==> src/design/pig_pkg.sv <==
// package for the port a / port c general purpose pin block
// assumes one 10 MHz bus clock and an apb register bus with 32-bit data
package pig_pkg;

   // ----------------------------------------------------------------
   // widths
   // ----------------------------------------------------------------
   localparam int ADDR_W = 12;
   localparam int DATA_W = 32;
   localparam int IDX_W = 10;
   localparam int REG_W = 8;
   localparam int PA_W = 6;
   localparam int PC_W = 2;
   localparam int SPI_W = 4;
   localparam int PIN_W = PA_W + PC_W;

   // ----------------------------------------------------------------
   // register indices; byte address is four times the index
   // ----------------------------------------------------------------
   localparam logic [IDX_W-1:0] IDX_PA_LATCH = 10'h000;
   localparam logic [IDX_W-1:0] IDX_SPARE_ONE = 10'h001;
   localparam logic [IDX_W-1:0] IDX_PA_DIR = 10'h002;
   localparam logic [IDX_W-1:0] IDX_SPARE_THREE = 10'h003;
   localparam logic [IDX_W-1:0] IDX_PC_LATCH = 10'h004;
   localparam logic [IDX_W-1:0] IDX_PC_DIR = 10'h006;
   localparam logic [1:0] WORD_ALIGN = 2'h0;

   // ----------------------------------------------------------------
   // field positions and reset values
   // ----------------------------------------------------------------
   localparam int PA_SS_BIT = 3;
   localparam int PA_SCK_BIT = 2;
   localparam int PA_MOSI_BIT = 1;
   localparam int PA_MISO_BIT = 0;
   localparam int PC_INT_BIT = 1;
   localparam int PC_CLK_BIT = 0;
   localparam logic [PA_W-1:0] PA_RESET = 6'h00;
   localparam logic [PC_W-1:0] PC_RESET = 2'h0;
   localparam logic [PIN_W-1:0] PIN_RESET = 8'h00;
   localparam logic [REG_W-1:0] ZERO_BYTE = 8'h00;
   localparam logic [DATA_W-1:0] ZERO_WORD = 32'h0000_0000;

   // ----------------------------------------------------------------
   // state types
   // ----------------------------------------------------------------
   typedef struct packed {
      logic [PIN_W-1:0] meta;
      logic [PIN_W-1:0] stable;
   } pig_sync_state_type;

   typedef struct packed {
      logic ready;
      logic slverr;
      logic [DATA_W-1:0] rdata;
   } pig_apb_state_type;

   typedef struct packed {
      logic [PA_W-1:0] pa_latch;
      logic [PA_W-1:0] pa_dir;
      logic [PC_W-1:0] pc_latch;
      logic [PC_W-1:0] pc_dir;
      logic [PA_W-1:0] pa_out;
      logic [PA_W-1:0] pa_oe;
      logic [PC_W-1:0] pc_out;
      logic [PC_W-1:0] pc_oe;
   } pig_gpio_state_type;

   // ----------------------------------------------------------------
   // decode: is an index backed by a register or spare slot
   // ----------------------------------------------------------------
   function automatic logic pig_mapped(input logic [IDX_W-1:0] idx);
      pig_mapped = (idx == IDX_PA_LATCH) || (idx == IDX_SPARE_ONE) ||
                   (idx == IDX_PA_DIR) || (idx == IDX_SPARE_THREE) ||
                   (idx == IDX_PC_LATCH) || (idx == IDX_PC_DIR);
   endfunction : pig_mapped

endpackage : pig_pkg

==> src/design/pig_bus_if.sv <==
// carrier between the apb front end and the register logic
// assumes both ends share one clock
`timescale 1ns/100ps
`default_nettype none
interface pig_bus_if;
   import pig_pkg::*;
   logic setup; // setup phase of a transfer
   logic wr_stb; // write commits this edge
   logic [IDX_W-1:0] index; // register index
   logic [REG_W-1:0] wdata; // write byte
   logic [REG_W-1:0] rdata; // read byte for current index
   logic mapped; // index decodes
   modport front(output setup, wr_stb, index, wdata,
                 input rdata, mapped);
   modport regs(input setup, wr_stb, index, wdata,
                output rdata, mapped);
endinterface : pig_bus_if
`default_nettype wire

==> src/design/pig_apb_slave.sv <==
// apb slave front end: one wait-free access phase per transfer
// assumes register logic answers combinationally on the bus carrier
`timescale 1ns/100ps
`default_nettype none
module pig_apb_slave (
   input wire logic clock, // bus clock
   input wire logic rst_n, // async reset, active low
   input wire logic psel, // apb select
   input wire logic penable, // apb enable
   input wire logic pwrite, // apb direction
   input wire logic [pig_pkg::ADDR_W-1:0] paddr, // apb byte address
   input wire logic [pig_pkg::DATA_W-1:0] pwdata, // apb write data
   output logic [pig_pkg::DATA_W-1:0] prdata, // apb read data
   output logic pready, // apb ready
   output logic pslverr, // apb error
   pig_bus_if.front bus // toward register logic
);
   import pig_pkg::*;

   pig_apb_state_type st_reg;
   pig_apb_state_type st_next;
   logic aligned;

   // decode and strobes toward the registers
   assign bus.index = paddr[ADDR_W-1:2];
   assign bus.wdata = pwdata[REG_W-1:0];
   assign bus.setup = psel && !penable;
   assign aligned = (paddr[1:0] == WORD_ALIGN);
   assign bus.wr_stb = psel && penable && st_reg.ready && pwrite &&
                       aligned && bus.mapped;

   // answer is prepared in setup and shown during access
   always_comb begin
      st_next = st_reg;
      st_next.ready = bus.setup;
      if (bus.setup) begin
         st_next.slverr = !(aligned && bus.mapped);
         st_next.rdata = ZERO_WORD;
         if (!pwrite && aligned) begin
            st_next.rdata[REG_W-1:0] = bus.rdata;
         end
      end else begin
         st_next.slverr = 1'b0;
         st_next.rdata = ZERO_WORD;
      end
   end

   // state registers
   always_ff @(posedge clock or negedge rst_n) begin
      if (!rst_n) begin
         st_reg <= '0;
      end else begin
         st_reg <= st_next;
      end
   end

   assign prdata = st_reg.rdata;
   assign pready = st_reg.ready;
   assign pslverr = st_reg.slverr;

endmodule : pig_apb_slave
`default_nettype wire

==> src/design/pig_gpio_top.sv <==
// pin integration unit: port a and port c general purpose pins
// assumes apb on the 10 MHz bus clock; spi and die link on same clock
//
// Operation
// - output pin reads back its data latch
// - input pin reads synchronised pin level
// - direction one drives pin from latch
// - direction zero leaves pin high impedance
// - port a direction covers pins five..zero
// - spi use overrides port a direction
// - override never changes stored direction bits
// - pin three slave select, two clock
// - pin one mosi, pin zero miso
// - unused peripheral pins act as gpio
// - spare slots one, three read zero
// - port c latch: interrupt bit1, clock bit0
// - data and direction accessible any time
// - die link use overrides port c direction
`timescale 1ns/100ps
`default_nettype none
module pig_gpio_top (
   input wire logic clock, // bus clock, 10 MHz
   input wire logic rst_n, // async reset, active low
   // ----------------------------------------------------------------
   // apb slave
   // ----------------------------------------------------------------
   input wire logic psel, // apb select
   input wire logic penable, // apb enable
   input wire logic pwrite, // apb direction
   input wire logic [pig_pkg::ADDR_W-1:0] paddr, // apb byte address
   input wire logic [pig_pkg::DATA_W-1:0] pwdata, // apb write data
   output logic [pig_pkg::DATA_W-1:0] prdata, // apb read data
   output logic pready, // apb ready
   output logic pslverr, // apb error on unmapped or unaligned
   // ----------------------------------------------------------------
   // port a pins
   // ----------------------------------------------------------------
   input wire logic [pig_pkg::PA_W-1:0] pa_pin_in, // pin levels
   output logic [pig_pkg::PA_W-1:0] pa_pin_out, // pin drive values
   output logic [pig_pkg::PA_W-1:0] pa_pin_oe, // high while driven
   // ----------------------------------------------------------------
   // port c pins
   // ----------------------------------------------------------------
   input wire logic [pig_pkg::PC_W-1:0] pc_pin_in, // pin levels
   output logic [pig_pkg::PC_W-1:0] pc_pin_out, // pin drive values
   output logic [pig_pkg::PC_W-1:0] pc_pin_oe, // high while driven
   // ----------------------------------------------------------------
   // spi module side
   // ----------------------------------------------------------------
   input wire logic [pig_pkg::SPI_W-1:0] spi_pin_use, // spi owns pin
   input wire logic [pig_pkg::SPI_W-1:0] spi_pin_drive, // spi out value
   input wire logic [pig_pkg::SPI_W-1:0] spi_pin_oe, // spi drives pin
   output logic [pig_pkg::SPI_W-1:0] spi_pin_level, // synced pin levels
   // ----------------------------------------------------------------
   // die link side
   // ----------------------------------------------------------------
   input wire logic [pig_pkg::PC_W-1:0] die_link_pin_use, // link owns
   input wire logic die_link_clock_out, // link clock to pin 0
   input wire logic [pig_pkg::PC_W-1:0] die_link_pin_oe, // link drives
   output logic die_link_interrupt_in // synced pin 1 level
);
   import pig_pkg::*;

   // ----------------------------------------------------------------
   // local signals
   // ----------------------------------------------------------------
   pig_gpio_state_type st_reg;
   pig_gpio_state_type st_next;
   logic [PIN_W-1:0] pin_sync;
   logic [PA_W-1:0] pa_sync;
   logic [PC_W-1:0] pc_sync;
   logic [PA_W-1:0] pa_read;
   logic [PC_W-1:0] pc_read;
   logic [PA_W-1:0] pa_use;
   logic [PA_W-1:0] pa_alt_out;
   logic [PA_W-1:0] pa_alt_oe;
   logic [PC_W-1:0] pc_alt_out;

   pig_bus_if bus();

   // ----------------------------------------------------------------
   // submodules
   // ----------------------------------------------------------------

   // apb front end
   pig_apb_slave u_apb (
      .clock(clock),
      .rst_n(rst_n),
      .psel(psel),
      .penable(penable),
      .pwrite(pwrite),
      .paddr(paddr),
      .pwdata(pwdata),
      .prdata(prdata),
      .pready(pready),
      .pslverr(pslverr),
      .bus(bus.front)
   );

   // pin level synchroniser, port c in the upper bits
   pig_sync u_sync (
      .clock(clock),
      .rst_n(rst_n),
      .pin_async({pc_pin_in, pa_pin_in}),
      .pin_sync(pin_sync)
   );

   assign pa_sync = pin_sync[PA_W-1:0];
   assign pc_sync = pin_sync[PIN_W-1:PA_W];

   // ----------------------------------------------------------------
   // peripheral routing
   // ----------------------------------------------------------------

   // spi signals sit on port a pins 3..0, pins 5..4 have none
   always_comb begin
      pa_use = PA_RESET;
      pa_alt_out = PA_RESET;
      pa_alt_oe = PA_RESET;
      pa_use[PA_SS_BIT] = spi_pin_use[PA_SS_BIT];
      pa_use[PA_SCK_BIT] = spi_pin_use[PA_SCK_BIT];
      pa_use[PA_MOSI_BIT] = spi_pin_use[PA_MOSI_BIT];
      pa_use[PA_MISO_BIT] = spi_pin_use[PA_MISO_BIT];
      pa_alt_out[SPI_W-1:0] = spi_pin_drive;
      pa_alt_oe[SPI_W-1:0] = spi_pin_oe;
   end

   // die link clock on pin 0, interrupt pin 1 has no link value and drives zero when the link enables it
   always_comb begin
      pc_alt_out = PC_RESET;
      pc_alt_out[PC_CLK_BIT] = die_link_clock_out;
   end

   // ----------------------------------------------------------------
   // read data
   // ----------------------------------------------------------------

   // output pins read back latch, input pins read synced level
   always_comb begin
      for (int i = 0; i < PA_W; i++) begin
         pa_read[i] = st_reg.pa_dir[i] ? st_reg.pa_latch[i]
                                       : pa_sync[i];
      end
      for (int i = 0; i < PC_W; i++) begin
         pc_read[i] = st_reg.pc_dir[i] ? st_reg.pc_latch[i]
                                       : pc_sync[i];
      end
   end

   // byte mux; spare slots and upper bits read zero
   always_comb begin
      bus.rdata = ZERO_BYTE;
      bus.mapped = pig_mapped(bus.index);
      unique case (bus.index)
         IDX_PA_LATCH: bus.rdata[PA_W-1:0] = pa_read;
         IDX_PA_DIR: bus.rdata[PA_W-1:0] = st_reg.pa_dir;
         IDX_PC_LATCH: bus.rdata[PC_W-1:0] = pc_read;
         IDX_PC_DIR: bus.rdata[PC_W-1:0] = st_reg.pc_dir;
         default: bus.rdata = ZERO_BYTE;
      endcase
   end

   // ----------------------------------------------------------------
   // next state
   // ----------------------------------------------------------------
   always_comb begin
      st_next = st_reg;

      // register writes, accepted whenever the bus commits one
      if (bus.wr_stb) begin
         unique case (bus.index)
            IDX_PA_LATCH: st_next.pa_latch = bus.wdata[PA_W-1:0];
            IDX_PA_DIR: st_next.pa_dir = bus.wdata[PA_W-1:0];
            IDX_PC_LATCH: st_next.pc_latch = bus.wdata[PC_W-1:0];
            IDX_PC_DIR: st_next.pc_dir = bus.wdata[PC_W-1:0];
            default: st_next = st_reg; // spare slots ignore
         endcase
      end

      // port a drive: spi owns a pin only while it uses it
      for (int i = 0; i < PA_W; i++) begin
         if (pa_use[i]) begin
            st_next.pa_oe[i] = pa_alt_oe[i];
            st_next.pa_out[i] = pa_alt_out[i];
         end else begin
            st_next.pa_oe[i] = st_next.pa_dir[i];
            st_next.pa_out[i] = st_next.pa_latch[i];
         end
      end

      // port c drive: die link owns a pin only while it uses it
      for (int i = 0; i < PC_W; i++) begin
         if (die_link_pin_use[i]) begin
            st_next.pc_oe[i] = die_link_pin_oe[i];
            st_next.pc_out[i] = pc_alt_out[i];
         end else begin
            st_next.pc_oe[i] = st_next.pc_dir[i];
            st_next.pc_out[i] = st_next.pc_latch[i];
         end
      end
   end

   // ----------------------------------------------------------------
   // state registers
   // ----------------------------------------------------------------

   // all implemented bits clear on reset
   always_ff @(posedge clock or negedge rst_n) begin
      if (!rst_n) begin
         st_reg <= '0;
      end else begin
         st_reg <= st_next;
      end
   end

   // ----------------------------------------------------------------
   // outputs
   // ----------------------------------------------------------------

   // pin drive comes from the state flops
   assign pa_pin_out = st_reg.pa_out;
   assign pa_pin_oe = st_reg.pa_oe;
   assign pc_pin_out = st_reg.pc_out;
   assign pc_pin_oe = st_reg.pc_oe;

   // synchronised levels toward the peripherals
   assign spi_pin_level = pa_sync[SPI_W-1:0];
   assign die_link_interrupt_in = pc_sync[PC_INT_BIT];

endmodule : pig_gpio_top
`default_nettype wire

==> src/design/pig_sync.sv <==
// two-flop synchroniser for the port a and port c pin levels
// assumes pins are asynchronous to the bus clock
`timescale 1ns/100ps
`default_nettype none
module pig_sync (
   input wire logic clock, // bus clock
   input wire logic rst_n, // async reset, active low
   input wire logic [pig_pkg::PIN_W-1:0] pin_async, // raw pins
   output logic [pig_pkg::PIN_W-1:0] pin_sync // synchronised pins
);
   import pig_pkg::*;

   pig_sync_state_type st_reg;
   pig_sync_state_type st_next;

   // first stage feeds only the second stage
   always_comb begin
      st_next = st_reg;
      for (int i = 0; i < PIN_W; i++) begin
         st_next.meta[i] = pin_async[i];
         st_next.stable[i] = st_reg.meta[i];
      end
   end

   // state registers
   always_ff @(posedge clock or negedge rst_n) begin
      if (!rst_n) begin
         st_reg <= '0;
      end else begin
         st_reg <= st_next;
      end
   end

   assign pin_sync = st_reg.stable;

endmodule : pig_sync
`default_nettype wire

==> config.mk <==
export PLATFORM = sky130hd
export DESIGN_NAME = pig_gpio_top
export DESIGN_NICKNAME = d
export VERILOG_FILES = /design/src/design/pig_pkg.sv /design/src/design/pig_bus_if.sv /design/src/design/pig_apb_slave.sv /design/src/design/pig_gpio_top.sv /design/src/design/pig_sync.sv
export SDC_FILE = /design/constraint.sdc
export NUM_CORES = 1
export LEC_CHECK = 0
export BUFFER_PORTS_ARGS = -buffer_cell sky130_fd_sc_hd__buf_2
export CORE_AREA = 2 2 84 86
export DETAILED_ROUTE_END_ITERATION = 8
export DIE_AREA = 0 0 86 88
export PLACE_DENSITY = 0.79
export SLEW_MARGIN = 5
export SYNTH_ARGS = -nofsm -noshare
export SYNTH_HDL_FRONTEND = slang
export SYNTH_HIERARCHICAL = 1
export SYNTH_SLANG_ARGS = --single-unit
==> constraint.sdc <==
create_clock -name clock -period 3.5 [get_ports clock]
set_input_delay 0.7 -clock clock [delete_from_list [all_inputs] [get_ports clock]]
set_output_delay 0.7 -clock clock [all_outputs]
set_load 0.05 [all_outputs]
==> Word level (Yosys, flattened, before mapping) <==
Cells that the tools add are included.
{ "word_totals": {"elab_cells": 65, "regBits": 82, "input_bits": 74, "out_inout_bits": 55} }
{ "classes": {"muxes": 29, "eq_ne": 5, "reduce_logical": 18} }
{ "ops": {"columns": ["operator", "count"], "rows": [
  ["2-to-1 mux 33 bit", 1],
  ["2-to-1 mux 32 bit", 1],
  ["== test 10 x 2 -> 1 bit (second input constant)", 2],
  ["== test 10 x 3 -> 1 bit (second input constant)", 2],
  ["2-to-1 mux 1 bit", 20],
  ["2-to-1 mux 6 bit", 3],
  ["== test 10 x 1 -> 1 bit (second input constant)", 1],
  ["zero test 10 bit", 1],
  ["logical AND 1 bit", 8],
  ["case mux 2 bit (4 select lines)", 1],
  ["case mux 4 bit (2 select lines)", 1],
  ["logical OR 1 bit", 5],
  ["2-to-1 mux 2 bit", 2],
  ["zero test 1 bit", 3],
  ["zero test 2 bit", 1]
]} }

==> Depth between registers and ports, before layout <==
{ "depth": {"depth_word": 9, "mapped_depth": 9} }

==> Hierarchy <==
The synthesis kept the hierarchy.
{ "by_module_without_submodules": {"columns": ["mod", "cells_each", "area_each_um2", "n_inst"], "rows": [
  ["pig_gpio_top", 119, 1453.9, 1],
  ["pig_apb_slave", 69, 732.0, 1],
  ["pig_sync", 16, 400.4, 1]
]} }

==> Least setup slack after synthesis <==
Ideal clock, no wire load.
{ "synth_timing": {"path_kind": "input to register", "startpoint": "input paddr[7] (netlist name)", "endpoint": "register st_reg, in the netlist pc_pin_oe[0]", "stages": 9, "path_slack_ns": -0.051, "path_buffers": 2, "t_required_ns": 3.375, "t_arrival_ns": 3.426, "cell_sequence": "buf_4 > or4_4 > buf_6 > a211oi_1 > and3_1 > or4b_4 > or4_4 > mux2_4 > mux2_2"} }
{ "synth_lines": {"columns": ["item", "line", "source"], "rows": [
  ["from (decl)", "pig_gpio_top.sv:30", "input wire logic [pig_pkg::ADDR_W-1:0] paddr,"],
  ["to (signal assigned)", "pig_gpio_top.sv:212", "st_reg <= st_next;"],
  ["to (decl)", "pig_gpio_top.sv:67", "pig_gpio_state_type st_reg;"]
]} }

==> flow_summary.ini <==
[critical_path]
worstPathArrival_ns = 3.35
path_class = in2reg
r2r_slack_ns = 1.05
critPathCaptureType = flop
cp_data_required_time_ns = 3.69
reg2reg_to = pc_pin_oe[1]
endpoint = pc_pin_oe[1]
crit_fanout = 4
start_kind = primary input
rr_startpoint = u_apb/pready
crit_start = paddr[8]
reg2reg_depth = 6

[timing]
setup_tns_ns = 0
finalSetupViolations = 0
hold_ws_ns = 0.352
timing.final.max_slew_violations = 0
final_hold_viol_count = 0
maxSlewHeadroom_pct = 59.7
finalCriticalPeriod_ns = 3.15
worst_pin_slew_ns = 0.605
fmax_mhz = 317
fin_crit_sh_pct = 90.1
fin_ws_ns = 0.347
rsz0062_at_grt = no
finClkSkew_ns = 0.00490

[synth]
syn_area_um2 = 2570
synth_cells = 202
yosys_warnings = 6
syn_area_per_cell_um2 = 12.7

[global_route]
gr-total-overflow = 0
track_usage_pct = 12.8
grt_max_degree = 29
grt_pass1_vias = 1515
antenna_found_initial = 0
grt_pass1_wl_mm = 7.31

[floorplan]
die_h_um = 88
num_io_pins = 129
coreArea_um2 = 6640
start_util_pct = 38.7
num_rows = 30
die_w_um = 86
die_area_um2 = 7570

[routing]
num_vias = 1516
drc = 0
vias_per_cell = 4.49
drtIter0Drc = 93
first_pass_iters = 4
routed_wl_mm = 4.56
wl_per_cell_um = 13.5
ant_nets = 0

[layout]
diodes = 0
drive_above_1_share_pct = 53.5
nets = 331
final_cell_mix = 78 x buf_2, 54 x dfrtp_1, 26 x conb_1
final_core_util_pct = 43.2
area_growth_pct = 11.5
largest_reg_flops = 14
layout_commonest_cell = buf_2

[clocking]
clkTransAtPathRegs_ns = 0.09
cts_inserted_buffers = 5
ctsRootBufferMaster = clkbuf_8
cts_sinks = 54
cts_setup_buffers = 0
htreeDepth = 2
clk_latency_ns = 0.30
clk_path_buf_depth = 2
cts_hold_buf = 0
cts_resized = 0
cts_tree = built

[placement]
io_buffers = 78
gp_congestion = 0.740
place_ws_ns = 0.00856
hpwl_mm = 3.52

[hold_path]
hold_class = reg2reg
hold-path-cell-count = 0

[power]
power_density_nw_per_um2 = 430
power.leakage_uw = 0.00149
irDropWorstVdd_uv = 237

[status]
status = completed

[flow_run]
drv_cap = 0
layout make-up:
type | instances | area [um2]
clock buffer | 7 | 76.3
clock inverter | 1 | 30.0
fill | 637 | 3780
inverter | 1 | 3.75
multi-input combinational | 109 | 856
sequential | 54 | 1350
tap | 80 | 100
timing repair buffer | 86 | 450
worst min-delay path by stage:
| stage | slack, ns | endpoint | from |
|---|---|---|---|
| finish | 0.35 | u_sync/pin_sync[6] | u_sync/st_next[6] |
| global route | 0.36 | u_sync/pin_sync[3] | u_sync/st_next[3] |
| CTS | 0.36 | u_sync/pin_sync[3] | u_sync/st_next[3] |
| detailed placement | 0.34 | u_sync/pin_sync[1] | u_sync/st_next[1] |
| global placement | 0.33 | u_sync/pin_sync[3] | u_sync/st_next[3] |
| floorplan | 0.33 | u_sync/pin_sync[0] | u_sync/st_next[0] |
where the power goes:
group / switching [uW] / internal [uW] / total [uW]
clock: 193 / 214 / 407
combinational: 139 / 41.4 / 180
sequential: 4.89 / 640 / 645
total: 336 / 896 / 1230
critical path: stages:
cell,delay [ns]
buf_2,0.09
or4_4,0.54
a211oi_2,0.18
and3_1,0.17
or4b_4,0.50
or4_4,0.57
mux2_4,0.33
mux2_2,0.26
layer usage:
metal	global-route usage [%]	vias up	wire, um
met5	0	-	0
met4	4.62	0	40
met3	4.34	4	361
met2	21.6	70	2330
met1	15.4	734	1830
li1	-	708	-
through the flow:
| step | instances | instance area [um2] | power, uW |
|---|---|---|---|
| floorplan | 226 | 2670 | 826 |
| global placement | 330 | 2760 | 836 |
| detailed placement | 330 | 2760 | 840 |
| CTS | 338 | 2870 | 1250 |
| global route | 338 | 2870 | 1290 |
| finish | 338 | 2870 | 1230 |
No activity file was read; power rests on OpenSTA's default activity.
